File: config.mk
export PLATFORM = sky130hd
export DESIGN_NAME = dctu_unit
export DESIGN_NICKNAME = d
export VERILOG_FILES = /design/src/hdl/dctu_pkg.sv /design/src/hdl/dctu_unit.sv /design/src/hdl/dctu_trap_stack.sv /design/src/hdl/dctu_target.sv
export SDC_FILE = /design/constraint.sdc
export NUM_CORES = 2
export LEC_CHECK = 0
export BUFFER_PORTS_ARGS = -buffer_cell sky130_fd_sc_hd__buf_2
export CORE_MARGIN = 3
export CORE_UTILIZATION = 55
export DETAILED_ROUTE_END_ITERATION = 16
export PLACE_DENSITY = 0.79
export SYNTH_ARGS = -nofsm -noshare
export SYNTH_HDL_FRONTEND = slang
export SYNTH_SLANG_ARGS = --single-unit
File: constraint.sdc
create_clock -name clk -period 15.82 [get_ports clk]
set_input_delay 1.582 -clock clk [delete_from_list [all_inputs] [get_ports clk]]
set_output_delay 1.582 -clock clk [all_outputs]
set_load 0.05 [all_outputs]
File: src/hdl/dctu_pkg.sv
package dctu_pkg;

  localparam int ADDR_W = 64;
  localparam int TL_W = 3;
  localparam int REG_IDX_W = 5;
  localparam int DISP_W = 30;
  localparam int IMM_W = 13;
  localparam int TT_W = 9;
  localparam int SW_TRAP_BITS = 7;

  // Displacement field widths per branch form, in bits; the fields count words.
  localparam int DISP_CC_NOPRED_W = 22;
  localparam int DISP_CC_PRED_W = 19;
  localparam int DISP_REG_W = 16;
  localparam int DISP_CALL_W = 30;
  localparam int WORD_SHIFT = 2;

  // Trap vector layout: base above TB_LSB, level bit, type, then zeros.
  localparam int TB_LSB = 15;
  localparam int TB_W = ADDR_W - TB_LSB;
  localparam int TL_BIT_POS = 14;
  localparam int TT_LSB = 5;

  localparam logic [ADDR_W-1:0] PC_STEP = 64'h0000_0000_0000_0004;
  localparam logic [ADDR_W-1:0] PC_STEP2 = 64'h0000_0000_0000_0008;
  localparam logic [ADDR_W-1:0] RESET_PC_VAL = 64'h0000_0000_0000_0000;
  localparam logic [REG_IDX_W-1:0] LINK_REG = 5'h0f;
  localparam logic [TT_W-1:0] SW_TRAP_BASE = 9'h100;
  localparam logic [TL_W-1:0] TL_RESET = 3'h0;
  localparam logic [TL_W-1:0] TL_MAX = 3'h5;
  localparam logic [TT_W-1:0] TT_RESET = 9'h000;
  localparam logic [31:0] UPPER_ZERO = 32'h0000_0000;

  typedef enum logic [3:0] {
    KIND_NONCTI = 4'b0000,
    KIND_BCOND = 4'b0001,
    KIND_BUNCOND = 4'b0010,
    KIND_CALL = 4'b0011,
    KIND_JLINK = 4'b0100,
    KIND_RETURN = 4'b0101,
    KIND_DONE = 4'b0110,
    KIND_RETRY = 4'b0111,
    KIND_TCOND = 4'b1000,
    KIND_ILLEGAL_TRAP_INSN = 4'b1001,
    KIND_NOP = 4'b1010,
    KIND_SWRESET = 4'b1011,
    KIND_INSN_A = 4'b1100
  } dctu_kind_t;

  typedef enum logic [1:0] {
    FORM_CC_NOPRED = 2'b00,
    FORM_CC_PRED = 2'b01,
    FORM_REG = 2'b10,
    FORM_CALL = 2'b11
  } dctu_form_t;

endpackage : dctu_pkg

File: src/hdl/dctu_unit.sv
`timescale 1ns/1ps
module dctu_unit #(
  parameter int N_WINDOWS = 8,
  parameter int CWP_W = 3,
  parameter int ST_W = 40,
  parameter int TL_DEPTH = 8
) (
  input wire logic clk,
  input wire logic reset,
  input wire logic insn_valid,
  input dctu_pkg::dctu_kind_t insn_kind,
  input wire logic cond_true,
  input wire logic annul,
  input wire logic [dctu_pkg::DISP_W-1:0] disp_word,
  input dctu_pkg::dctu_form_t disp_form,
  input wire logic [dctu_pkg::ADDR_W-1:0] first_source_reg,
  input wire logic [dctu_pkg::ADDR_W-1:0] second_source_reg,
  input wire logic imm_sel,
  input wire logic [dctu_pkg::IMM_W-1:0] signed_imm_field,
  input wire logic [dctu_pkg::REG_IDX_W-1:0] dest_reg_idx,
  input wire logic addr_mask_32_flag,
  input wire logic privileged,
  input wire logic [dctu_pkg::TB_W-1:0] trap_base_reg,
  input wire logic [ST_W-1:0] machine_state,
  output logic insn_ready,
  output logic [dctu_pkg::ADDR_W-1:0] prog_counter,
  output logic [dctu_pkg::ADDR_W-1:0] next_prog_counter,
  output logic [dctu_pkg::TL_W-1:0] trap_level,
  output logic [dctu_pkg::TT_W-1:0] trap_type_reg,
  output logic [CWP_W-1:0] current_window_pointer,
  output logic link_wr_en,
  output logic [dctu_pkg::REG_IDX_W-1:0] link_wr_idx,
  output logic [dctu_pkg::ADDR_W-1:0] link_wr_data,
  output logic state_restore,
  output logic [ST_W-1:0] saved_trap_state,
  output logic trap_taken,
  output logic illegal_insn_exc,
  output logic priv_opcode_exc,
  output logic soft_reset_req
);
  import dctu_pkg::*;

  //////////////////////////////////////////////////////////////////////////////

  logic accept;
  logic [ADDR_W-1:0] pcrel_target;
  logic [ADDR_W-1:0] regind_target;
  logic [TT_W-1:0] sw_trap_type;
  logic [ADDR_W-1:0] trap_vector;
  logic [ADDR_W-1:0] stk_pc;
  logic [ADDR_W-1:0] stk_next_pc;
  logic [ST_W-1:0] stk_state;
  logic [ADDR_W-1:0] seq_npc;
  logic [ADDR_W-1:0] skip_pc;
  logic [ADDR_W-1:0] skip_npc;
  logic [ADDR_W-1:0] link_value;
  logic [TL_W-1:0] tl_up;
  logic [TL_W-1:0] tl_down;
  logic [CWP_W-1:0] cwp_down;

  logic [ADDR_W-1:0] next_pc;
  logic [ADDR_W-1:0] next_npc;
  logic [TL_W-1:0] next_tl;
  logic [TT_W-1:0] next_tt;
  logic [CWP_W-1:0] next_cwp;
  logic next_link_en;
  logic [REG_IDX_W-1:0] next_link_idx;
  logic next_restore;
  logic next_trap;
  logic next_illegal;
  logic next_priv;
  logic next_swreset;
  logic tl_moves;

  assign accept = insn_valid & insn_ready;

  assign seq_npc = next_prog_counter + PC_STEP;
  assign skip_pc = next_prog_counter + PC_STEP;
  assign skip_npc = next_prog_counter + PC_STEP2;

  assign link_value = addr_mask_32_flag ? {UPPER_ZERO, prog_counter[31:0]} : prog_counter;

  assign tl_up = (trap_level == TL_MAX) ? trap_level : trap_level + 3'h1;
  assign tl_down = (trap_level == TL_RESET) ? trap_level : trap_level - 3'h1;
  assign cwp_down = (current_window_pointer == '0) ?
      CWP_W'(N_WINDOWS - 1) : current_window_pointer - CWP_W'(1);

  //////////////////////////////////////////////////////////////////////////////

  dctu_target u_target (
    .pc(prog_counter),
    .disp_word(disp_word),
    .disp_form(disp_form),
    .first_source_reg(first_source_reg),
    .second_source_reg(second_source_reg),
    .imm_sel(imm_sel),
    .signed_imm_field(signed_imm_field),
    .trap_base_reg(trap_base_reg),
    .tl_nonzero(trap_level != TL_RESET),
    .pcrel_target(pcrel_target),
    .regind_target(regind_target),
    .sw_trap_type(sw_trap_type),
    .trap_vector(trap_vector)
  );

  // The trap stack holds saved PC, next-PC and state per trap level.
  dctu_trap_stack #(
    .DEPTH(TL_DEPTH),
    .AW(TL_W),
    .PC_W(ADDR_W),
    .ST_W(ST_W)
  ) u_stack (
    .clk(clk),
    .wr_en(next_trap),
    .wr_level(tl_up),
    .wr_pc(prog_counter),
    .wr_next_pc(next_prog_counter),
    .wr_state(machine_state),
    .rd_level(trap_level),
    .rd_pc(stk_pc),
    .rd_next_pc(stk_next_pc),
    .rd_state(stk_state)
  );

  //////////////////////////////////////////////////////////////////////////////

  always_comb begin
    next_pc = prog_counter;
    next_npc = next_prog_counter;
    next_tl = trap_level;
    next_tt = trap_type_reg;
    next_cwp = current_window_pointer;
    next_link_en = 1'b0;
    next_link_idx = dest_reg_idx;
    next_restore = 1'b0;
    next_trap = 1'b0;
    next_illegal = 1'b0;
    next_priv = 1'b0;
    next_swreset = 1'b0;
    if (accept) begin
      case (insn_kind)
        KIND_BCOND: begin
          if (cond_true) begin
            next_pc = next_prog_counter;
            next_npc = pcrel_target;
          end else if (annul) begin
            next_pc = skip_pc;
            next_npc = skip_npc;
          end else begin
            next_pc = next_prog_counter;
            next_npc = seq_npc;
          end
        end
        KIND_BUNCOND: begin
          if (cond_true && annul) begin
            next_pc = pcrel_target;
            next_npc = pcrel_target + PC_STEP;
          end else if (cond_true) begin
            next_pc = next_prog_counter;
            next_npc = pcrel_target;
          end else if (annul) begin
            next_pc = skip_pc;
            next_npc = skip_npc;
          end else begin
            next_pc = next_prog_counter;
            next_npc = seq_npc;
          end
        end
        KIND_CALL: begin
          next_pc = next_prog_counter;
          next_npc = pcrel_target;
          next_link_en = 1'b1;
          next_link_idx = LINK_REG;
        end
        KIND_JLINK: begin
          next_pc = next_prog_counter;
          next_npc = regind_target;
          next_link_en = 1'b1;
        end
        KIND_RETURN: begin
          next_pc = next_prog_counter;
          next_npc = regind_target;
          next_cwp = cwp_down;
        end
        KIND_DONE: begin
          if (privileged) begin
            next_pc = stk_next_pc;
            next_npc = stk_next_pc + PC_STEP;
            next_tl = tl_down;
            next_restore = 1'b1;
          end else begin
            next_priv = 1'b1;
          end
        end
        KIND_RETRY: begin
          if (privileged) begin
            next_pc = stk_pc;
            next_npc = stk_next_pc;
            next_tl = tl_down;
            next_restore = 1'b1;
          end else begin
            next_priv = 1'b1;
          end
        end
        KIND_TCOND: begin
          if (cond_true) begin
            next_tl = tl_up;
            next_tt = sw_trap_type;
            next_pc = trap_vector;
            next_npc = trap_vector + PC_STEP;
            next_trap = 1'b1;
          end else begin
            next_pc = next_prog_counter;
            next_npc = seq_npc;
          end
        end
        KIND_ILLEGAL_TRAP_INSN: begin
          next_illegal = 1'b1;
        end
        KIND_SWRESET: begin
          if (privileged) begin
            next_swreset = 1'b1;
          end else begin
            next_pc = next_prog_counter;
            next_npc = seq_npc;
          end
        end
        KIND_INSN_A: begin
          if (privileged) begin
            next_pc = next_prog_counter;
            next_npc = seq_npc;
          end else begin
            next_priv = 1'b1;
          end
        end
        KIND_NONCTI, KIND_NOP: begin
          next_pc = next_prog_counter;
          next_npc = seq_npc;
        end
        default: begin
          next_illegal = 1'b1;
        end
      endcase
    end
  end

  // A trap level change leaves the registered stack read stale for one cycle.
  assign tl_moves = (next_tl != trap_level);

  //////////////////////////////////////////////////////////////////////////////

  always_ff @(posedge clk) begin
    if (reset) begin
      prog_counter <= RESET_PC_VAL;
      next_prog_counter <= RESET_PC_VAL + PC_STEP;
      trap_level <= TL_RESET;
      trap_type_reg <= TT_RESET;
      current_window_pointer <= '0;
    end else begin
      prog_counter <= next_pc;
      next_prog_counter <= next_npc;
      trap_level <= next_tl;
      trap_type_reg <= next_tt;
      current_window_pointer <= next_cwp;
    end
  end

  always_ff @(posedge clk) begin
    if (reset) begin
      saved_trap_state <= '0;
      state_restore <= 1'b0;
    end else begin
      state_restore <= next_restore;
      if (next_restore) begin
        saved_trap_state <= stk_state;
      end
    end
  end

  always_ff @(posedge clk) begin
    if (reset) begin
      link_wr_en <= 1'b0;
      link_wr_idx <= '0;
      link_wr_data <= '0;
    end else begin
      link_wr_en <= next_link_en;
      link_wr_idx <= next_link_idx;
      link_wr_data <= link_value;
    end
  end

  always_ff @(posedge clk) begin
    if (reset) begin
      insn_ready <= 1'b0;
      trap_taken <= 1'b0;
      illegal_insn_exc <= 1'b0;
      priv_opcode_exc <= 1'b0;
      soft_reset_req <= 1'b0;
    end else begin
      insn_ready <= ~tl_moves;
      trap_taken <= next_trap;
      illegal_insn_exc <= next_illegal;
      priv_opcode_exc <= next_priv;
      soft_reset_req <= next_swreset;
    end
  end

endmodule : dctu_unit

File: src/hdl/dctu_trap_stack.sv
`timescale 1ns/1ps
module dctu_trap_stack #(
  parameter int DEPTH = 8,
  parameter int AW = 3,
  parameter int PC_W = 64,
  parameter int ST_W = 40
) (
  input wire logic clk,
  input wire logic wr_en,
  input wire logic [AW-1:0] wr_level,
  input wire logic [PC_W-1:0] wr_pc,
  input wire logic [PC_W-1:0] wr_next_pc,
  input wire logic [ST_W-1:0] wr_state,
  input wire logic [AW-1:0] rd_level,
  output logic [PC_W-1:0] rd_pc,
  output logic [PC_W-1:0] rd_next_pc,
  output logic [ST_W-1:0] rd_state
);

  logic [PC_W-1:0] pc_mem [DEPTH];
  logic [PC_W-1:0] npc_mem [DEPTH];
  logic [ST_W-1:0] st_mem [DEPTH];

  always_ff @(posedge clk) begin
    if (wr_en) begin
      pc_mem[wr_level] <= wr_pc;
      npc_mem[wr_level] <= wr_next_pc;
      st_mem[wr_level] <= wr_state;
    end
  end

  // Read data is registered; a write shows up one edge later.
  always_ff @(posedge clk) begin
    rd_pc <= pc_mem[rd_level];
    rd_next_pc <= npc_mem[rd_level];
    rd_state <= st_mem[rd_level];
  end

endmodule : dctu_trap_stack

File: src/hdl/dctu_target.sv
`timescale 1ns/1ps
module dctu_target
  import dctu_pkg::*;
(
  input wire logic [dctu_pkg::ADDR_W-1:0] pc,
  input wire logic [dctu_pkg::DISP_W-1:0] disp_word,
  input dctu_pkg::dctu_form_t disp_form,
  input wire logic [dctu_pkg::ADDR_W-1:0] first_source_reg,
  input wire logic [dctu_pkg::ADDR_W-1:0] second_source_reg,
  input wire logic imm_sel,
  input wire logic [dctu_pkg::IMM_W-1:0] signed_imm_field,
  input wire logic [dctu_pkg::TB_W-1:0] trap_base_reg,
  input wire logic tl_nonzero,
  output logic [dctu_pkg::ADDR_W-1:0] pcrel_target,
  output logic [dctu_pkg::ADDR_W-1:0] regind_target,
  output logic [dctu_pkg::TT_W-1:0] sw_trap_type,
  output logic [dctu_pkg::ADDR_W-1:0] trap_vector
);

  logic [ADDR_W-1:0] disp_sext;
  logic [ADDR_W-1:0] byte_disp;
  logic [ADDR_W-1:0] imm_sext;
  logic [ADDR_W-1:0] operand2;
  logic [ADDR_W-1:0] trap_sum;

  assign disp_sext = (disp_form == FORM_CC_NOPRED) ?
      {{(ADDR_W-DISP_CC_NOPRED_W){disp_word[DISP_CC_NOPRED_W-1]}},
       disp_word[DISP_CC_NOPRED_W-1:0]} :
    (disp_form == FORM_CC_PRED) ?
      {{(ADDR_W-DISP_CC_PRED_W){disp_word[DISP_CC_PRED_W-1]}},
       disp_word[DISP_CC_PRED_W-1:0]} :
    (disp_form == FORM_REG) ?
      {{(ADDR_W-DISP_REG_W){disp_word[DISP_REG_W-1]}}, disp_word[DISP_REG_W-1:0]} :
      {{(ADDR_W-DISP_CALL_W){disp_word[DISP_CALL_W-1]}}, disp_word[DISP_CALL_W-1:0]};

  assign byte_disp = {disp_sext[ADDR_W-WORD_SHIFT-1:0], {WORD_SHIFT{1'b0}}};
  assign pcrel_target = pc + byte_disp;

  assign imm_sext = {{(ADDR_W-IMM_W){signed_imm_field[IMM_W-1]}}, signed_imm_field};
  assign operand2 = imm_sel ? imm_sext : second_source_reg;
  assign regind_target = first_source_reg + operand2;

  assign trap_sum = first_source_reg + operand2;
  assign sw_trap_type = SW_TRAP_BASE + {{(TT_W-SW_TRAP_BITS){1'b0}}, trap_sum[SW_TRAP_BITS-1:0]};

  assign trap_vector = {trap_base_reg, tl_nonzero, sw_trap_type, {TT_LSB{1'b0}}};

endmodule : dctu_target

==> impl_metrics.csv <==
group,metric,value,unit
setup_path,cp.required,16.52,ns
place,placed_area,86920,um2
sta,post-route-min-period,7.331,ns
setup_path,critical_path_class,"input port to flip-flop",
logic_synthesis,synth_top_area_cell,"edfxtp_1",
logic_synthesis,ys_warn_count,0,
grt,grt_util_all_layers,0.3941,
drt,vias,62450,
drt,drt-wirelength-per-cell,33.85,um
layout,fin_area,92570,um2
clock_tree,cts_htree_levels,4,
worst_hold_path,hp-class,"flip-flop to flip-flop",
sta,setup_viol,0,
clock_tree,cts.sinks,1770,
sta,drv_slew,4,
sta,worst_pin_slew,1.606,ns
logic_synthesis,synth.avg_cell_area,12.45,um2
logic_synthesis,syn_area,81860,um2
clock_tree,path_clk_slew,0.07,ns
place,place_hpwl,207400,um
place,place_ws,7.899,ns
drt,via_per_inst,6.850,
drt,postRouteWirelength,308600,um
layout,syn2layout_area_growth,13.09,%
clock_tree,clock_path_buffers,3,
layout,fin_util,0.6307,
layout,biggestRegsByFlops,"u_stack.npc_mem (512), u_stack.pc_mem (512), u_stack.st_mem (320)",
layout,final_common_cell,"edfxtp_1",
drt,drt_iter0_markers,9008,
setup_path,worstPathArrival,8.03,ns
grt,grt_overflow,0,
sta,whs,0.4376,ns
logic_synthesis,ys_types,115,
drt,drc_errors,0,
layout,multiInputGateArea,31160,um2
sta,skew,0.04331,ns
sta,tns,0,ns
setup_path,cp_max_fo,65,
clock_tree,cts_post_setup_buffers_inserted,0,
logic_synthesis,syn-num-nets,6993,
floorplanning,start_util,0.5577,
pwr,vdd_drop_max,0.1063,mV
sta,fmax,136.4,MHz
setup_path,cp-end-kind,"flip-flop",
clock_tree,cts_buffers,173,
sta,hold_viol,0,
sta,slew-limit-headroom,-0.07440,
floorplanning,die_w,391.8,um
place,io_buffer_count,536,
clock_tree,hold_buffers,0,
place,dp.cells,8783,
logic_synthesis,yosysSeqAreaShare,0.5972,
grt,grt_pass1_vias,59110,
drt,drtAntennaViolNets,0,
grt,grt_max_degree,129,
drt,drt_first_pass_iters,7,
layout,post_route_cells_drive_above_1_share,0.1956,
logic_synthesis,yosys-top-cells-area,"edfxtp_1 (49%), dfxtp_1 (10%), mux4_2 (9.2%)",
run,cap_violations,1,
grt,grt_pass1_wl,431400,um
clock_tree,ctsResizeCount,0,
floorplanning,rows,140,
logic_synthesis,synth_top_area_frac,0.4930,
pwr,p_per_area,113.9,nW/um2
layout,nets,7459,
pwr,power.total,10.55,mW
clock_tree,cts-root-buf,"clkbuf_16",
status,run_status,"finished, violations left",
layout,final_cells,9117,
place,gp_congestion,1.043,
floorplanning,num_io_pins,538,
clock_tree,tritoncts,"done",
layout,mostFrequentLayoutCells,"edfxtp_1 (1344), nand2_1 (1018), buf_2 (535)",
logic_synthesis,synth-seq-cells,1770,
logic_synthesis,synthArstFlopShare,0,
layout,ff_latch_area,48900,um2
floorplanning,die-area,153500,um2
layout,fillers,10810,
logic_synthesis,synth_edf_count,1344,
clock_tree,clkLatencyLatePin,0.84,ns
logic_synthesis,synthCells,6575,
sta,finalCritPeriodShare,0.4634,
grt,antenna_found_initial,19,
sta,rsz0062_at_grt,"no",
floorplanning,fp.coreArea,146800,um2
sta,setup_ws,8.489,ns
status,failed_checks,"capacitance limit, slew limit",
setup_path,start_kind,"input port",
floorplanning,die_y,391.8,um
pwr,power.leakage,32.97,nW
logic_synthesis,synth_ff_type,"edfxtp_1",
==> synthesized netlist by cell type, types with 27 or more instances <==
library cell and count:
a211oi_1 41, a21o_1 52, a21oi_1 404, a221oi_1 94, a22oi_1 46, and2_1 53, and3_1 38, buf_1 75
clkbuf_1 313, dfxtp_1 426, edfxtp_1 1344, ha_1 137, inv_1 111, mux4_2 336, nand2_1 1019, nand2b_1 27
nand3_1 140, nand4_1 113, nor2_1 374, nor2b_1 50, nor3_1 141, nor4_1 46, o211ai_1 38, o21ai_0 293
o221ai_1 35, o31ai_1 30, or3_1 28, xnor2_1 155, xor2_1 127
==> report_power, final <==
| group | internal (mW) | switching, mW |
|---|---|---|
| registers | 5.03 | 0.0881 |
| logic | 0.362 | 0.977 |
| clock network | 2.27 | 1.82 |
| total | 7.66 | 2.89 |
==> worst paths after layout <==
kind,from,to,slack [ns],cells after the start
worst max-delay path,imm_sel,next_prog_counter[62]$_SDFFE_PP0P_,8.49,18
worst min-delay path,u_stack.rd_state[15]$_DFF_P_,saved_trap_state[15]$_SDFFE_PP0P_,0.44,2
worst max register to register,prog_counter[2]$_SDFFE_PP0P_,next_prog_counter[56]$_SDFFE_PP0P_,9.84,14
worst min register to register,u_stack.rd_state[15]$_DFF_P_,saved_trap_state[15]$_SDFFE_PP0P_,0.44,2
==> layer usage <==
layer / track usage / share of wire
met5: 0 / 0.00019
met4: 0.1852 / 0.055
met3: 0.1252 / 0.13
met2: 0.5689 / 0.43
met1: 0.5450 / 0.38
==> logic make-up after synthesis <==
group / Yosys count / synth area share
simple gates: 2113 / 0.1174
flops: 1770 / 0.5972
compound gates: 1366 / 0.1105
buf+inv: 525 / 0.02464
mux: 375 / 0.09750
xor+xnor: 286 / 0.03124
fa+ha+maj: 139 / 0.02143
other cells: 1 / 0.00004581
==> worst max-delay path, stage by stage <==
cell      delay, ns
buf_2          0.10
buf_4          0.32
nand2_1        0.15
buf_4          0.45
o21ai_0        0.19
ha_1           0.42
a211oi_1       0.31
nor2_1         0.09
o41ai_1        0.80
o21ai_0        0.54
nor4_1         0.84
nor2_1         0.34
a41o_1         0.38
a211oi_1       0.35
mux2i_1        0.77
nand3_1        0.15
mux2i_1        0.17
nor2_1         0.06
==> area by class of cell <==
cell class,count,share of cell area
sequential,1770,0.5282
timing repair buffer,702,0.04359
antenna,12,0.0003244
clock buffer,247,0.05255
multi-input combinational,4280,0.3366
inverter,114,0.004676
tap,1917,0.02591
clock inverter,75,0.008150
Note: power is estimated with default switching activity, not from simulation.
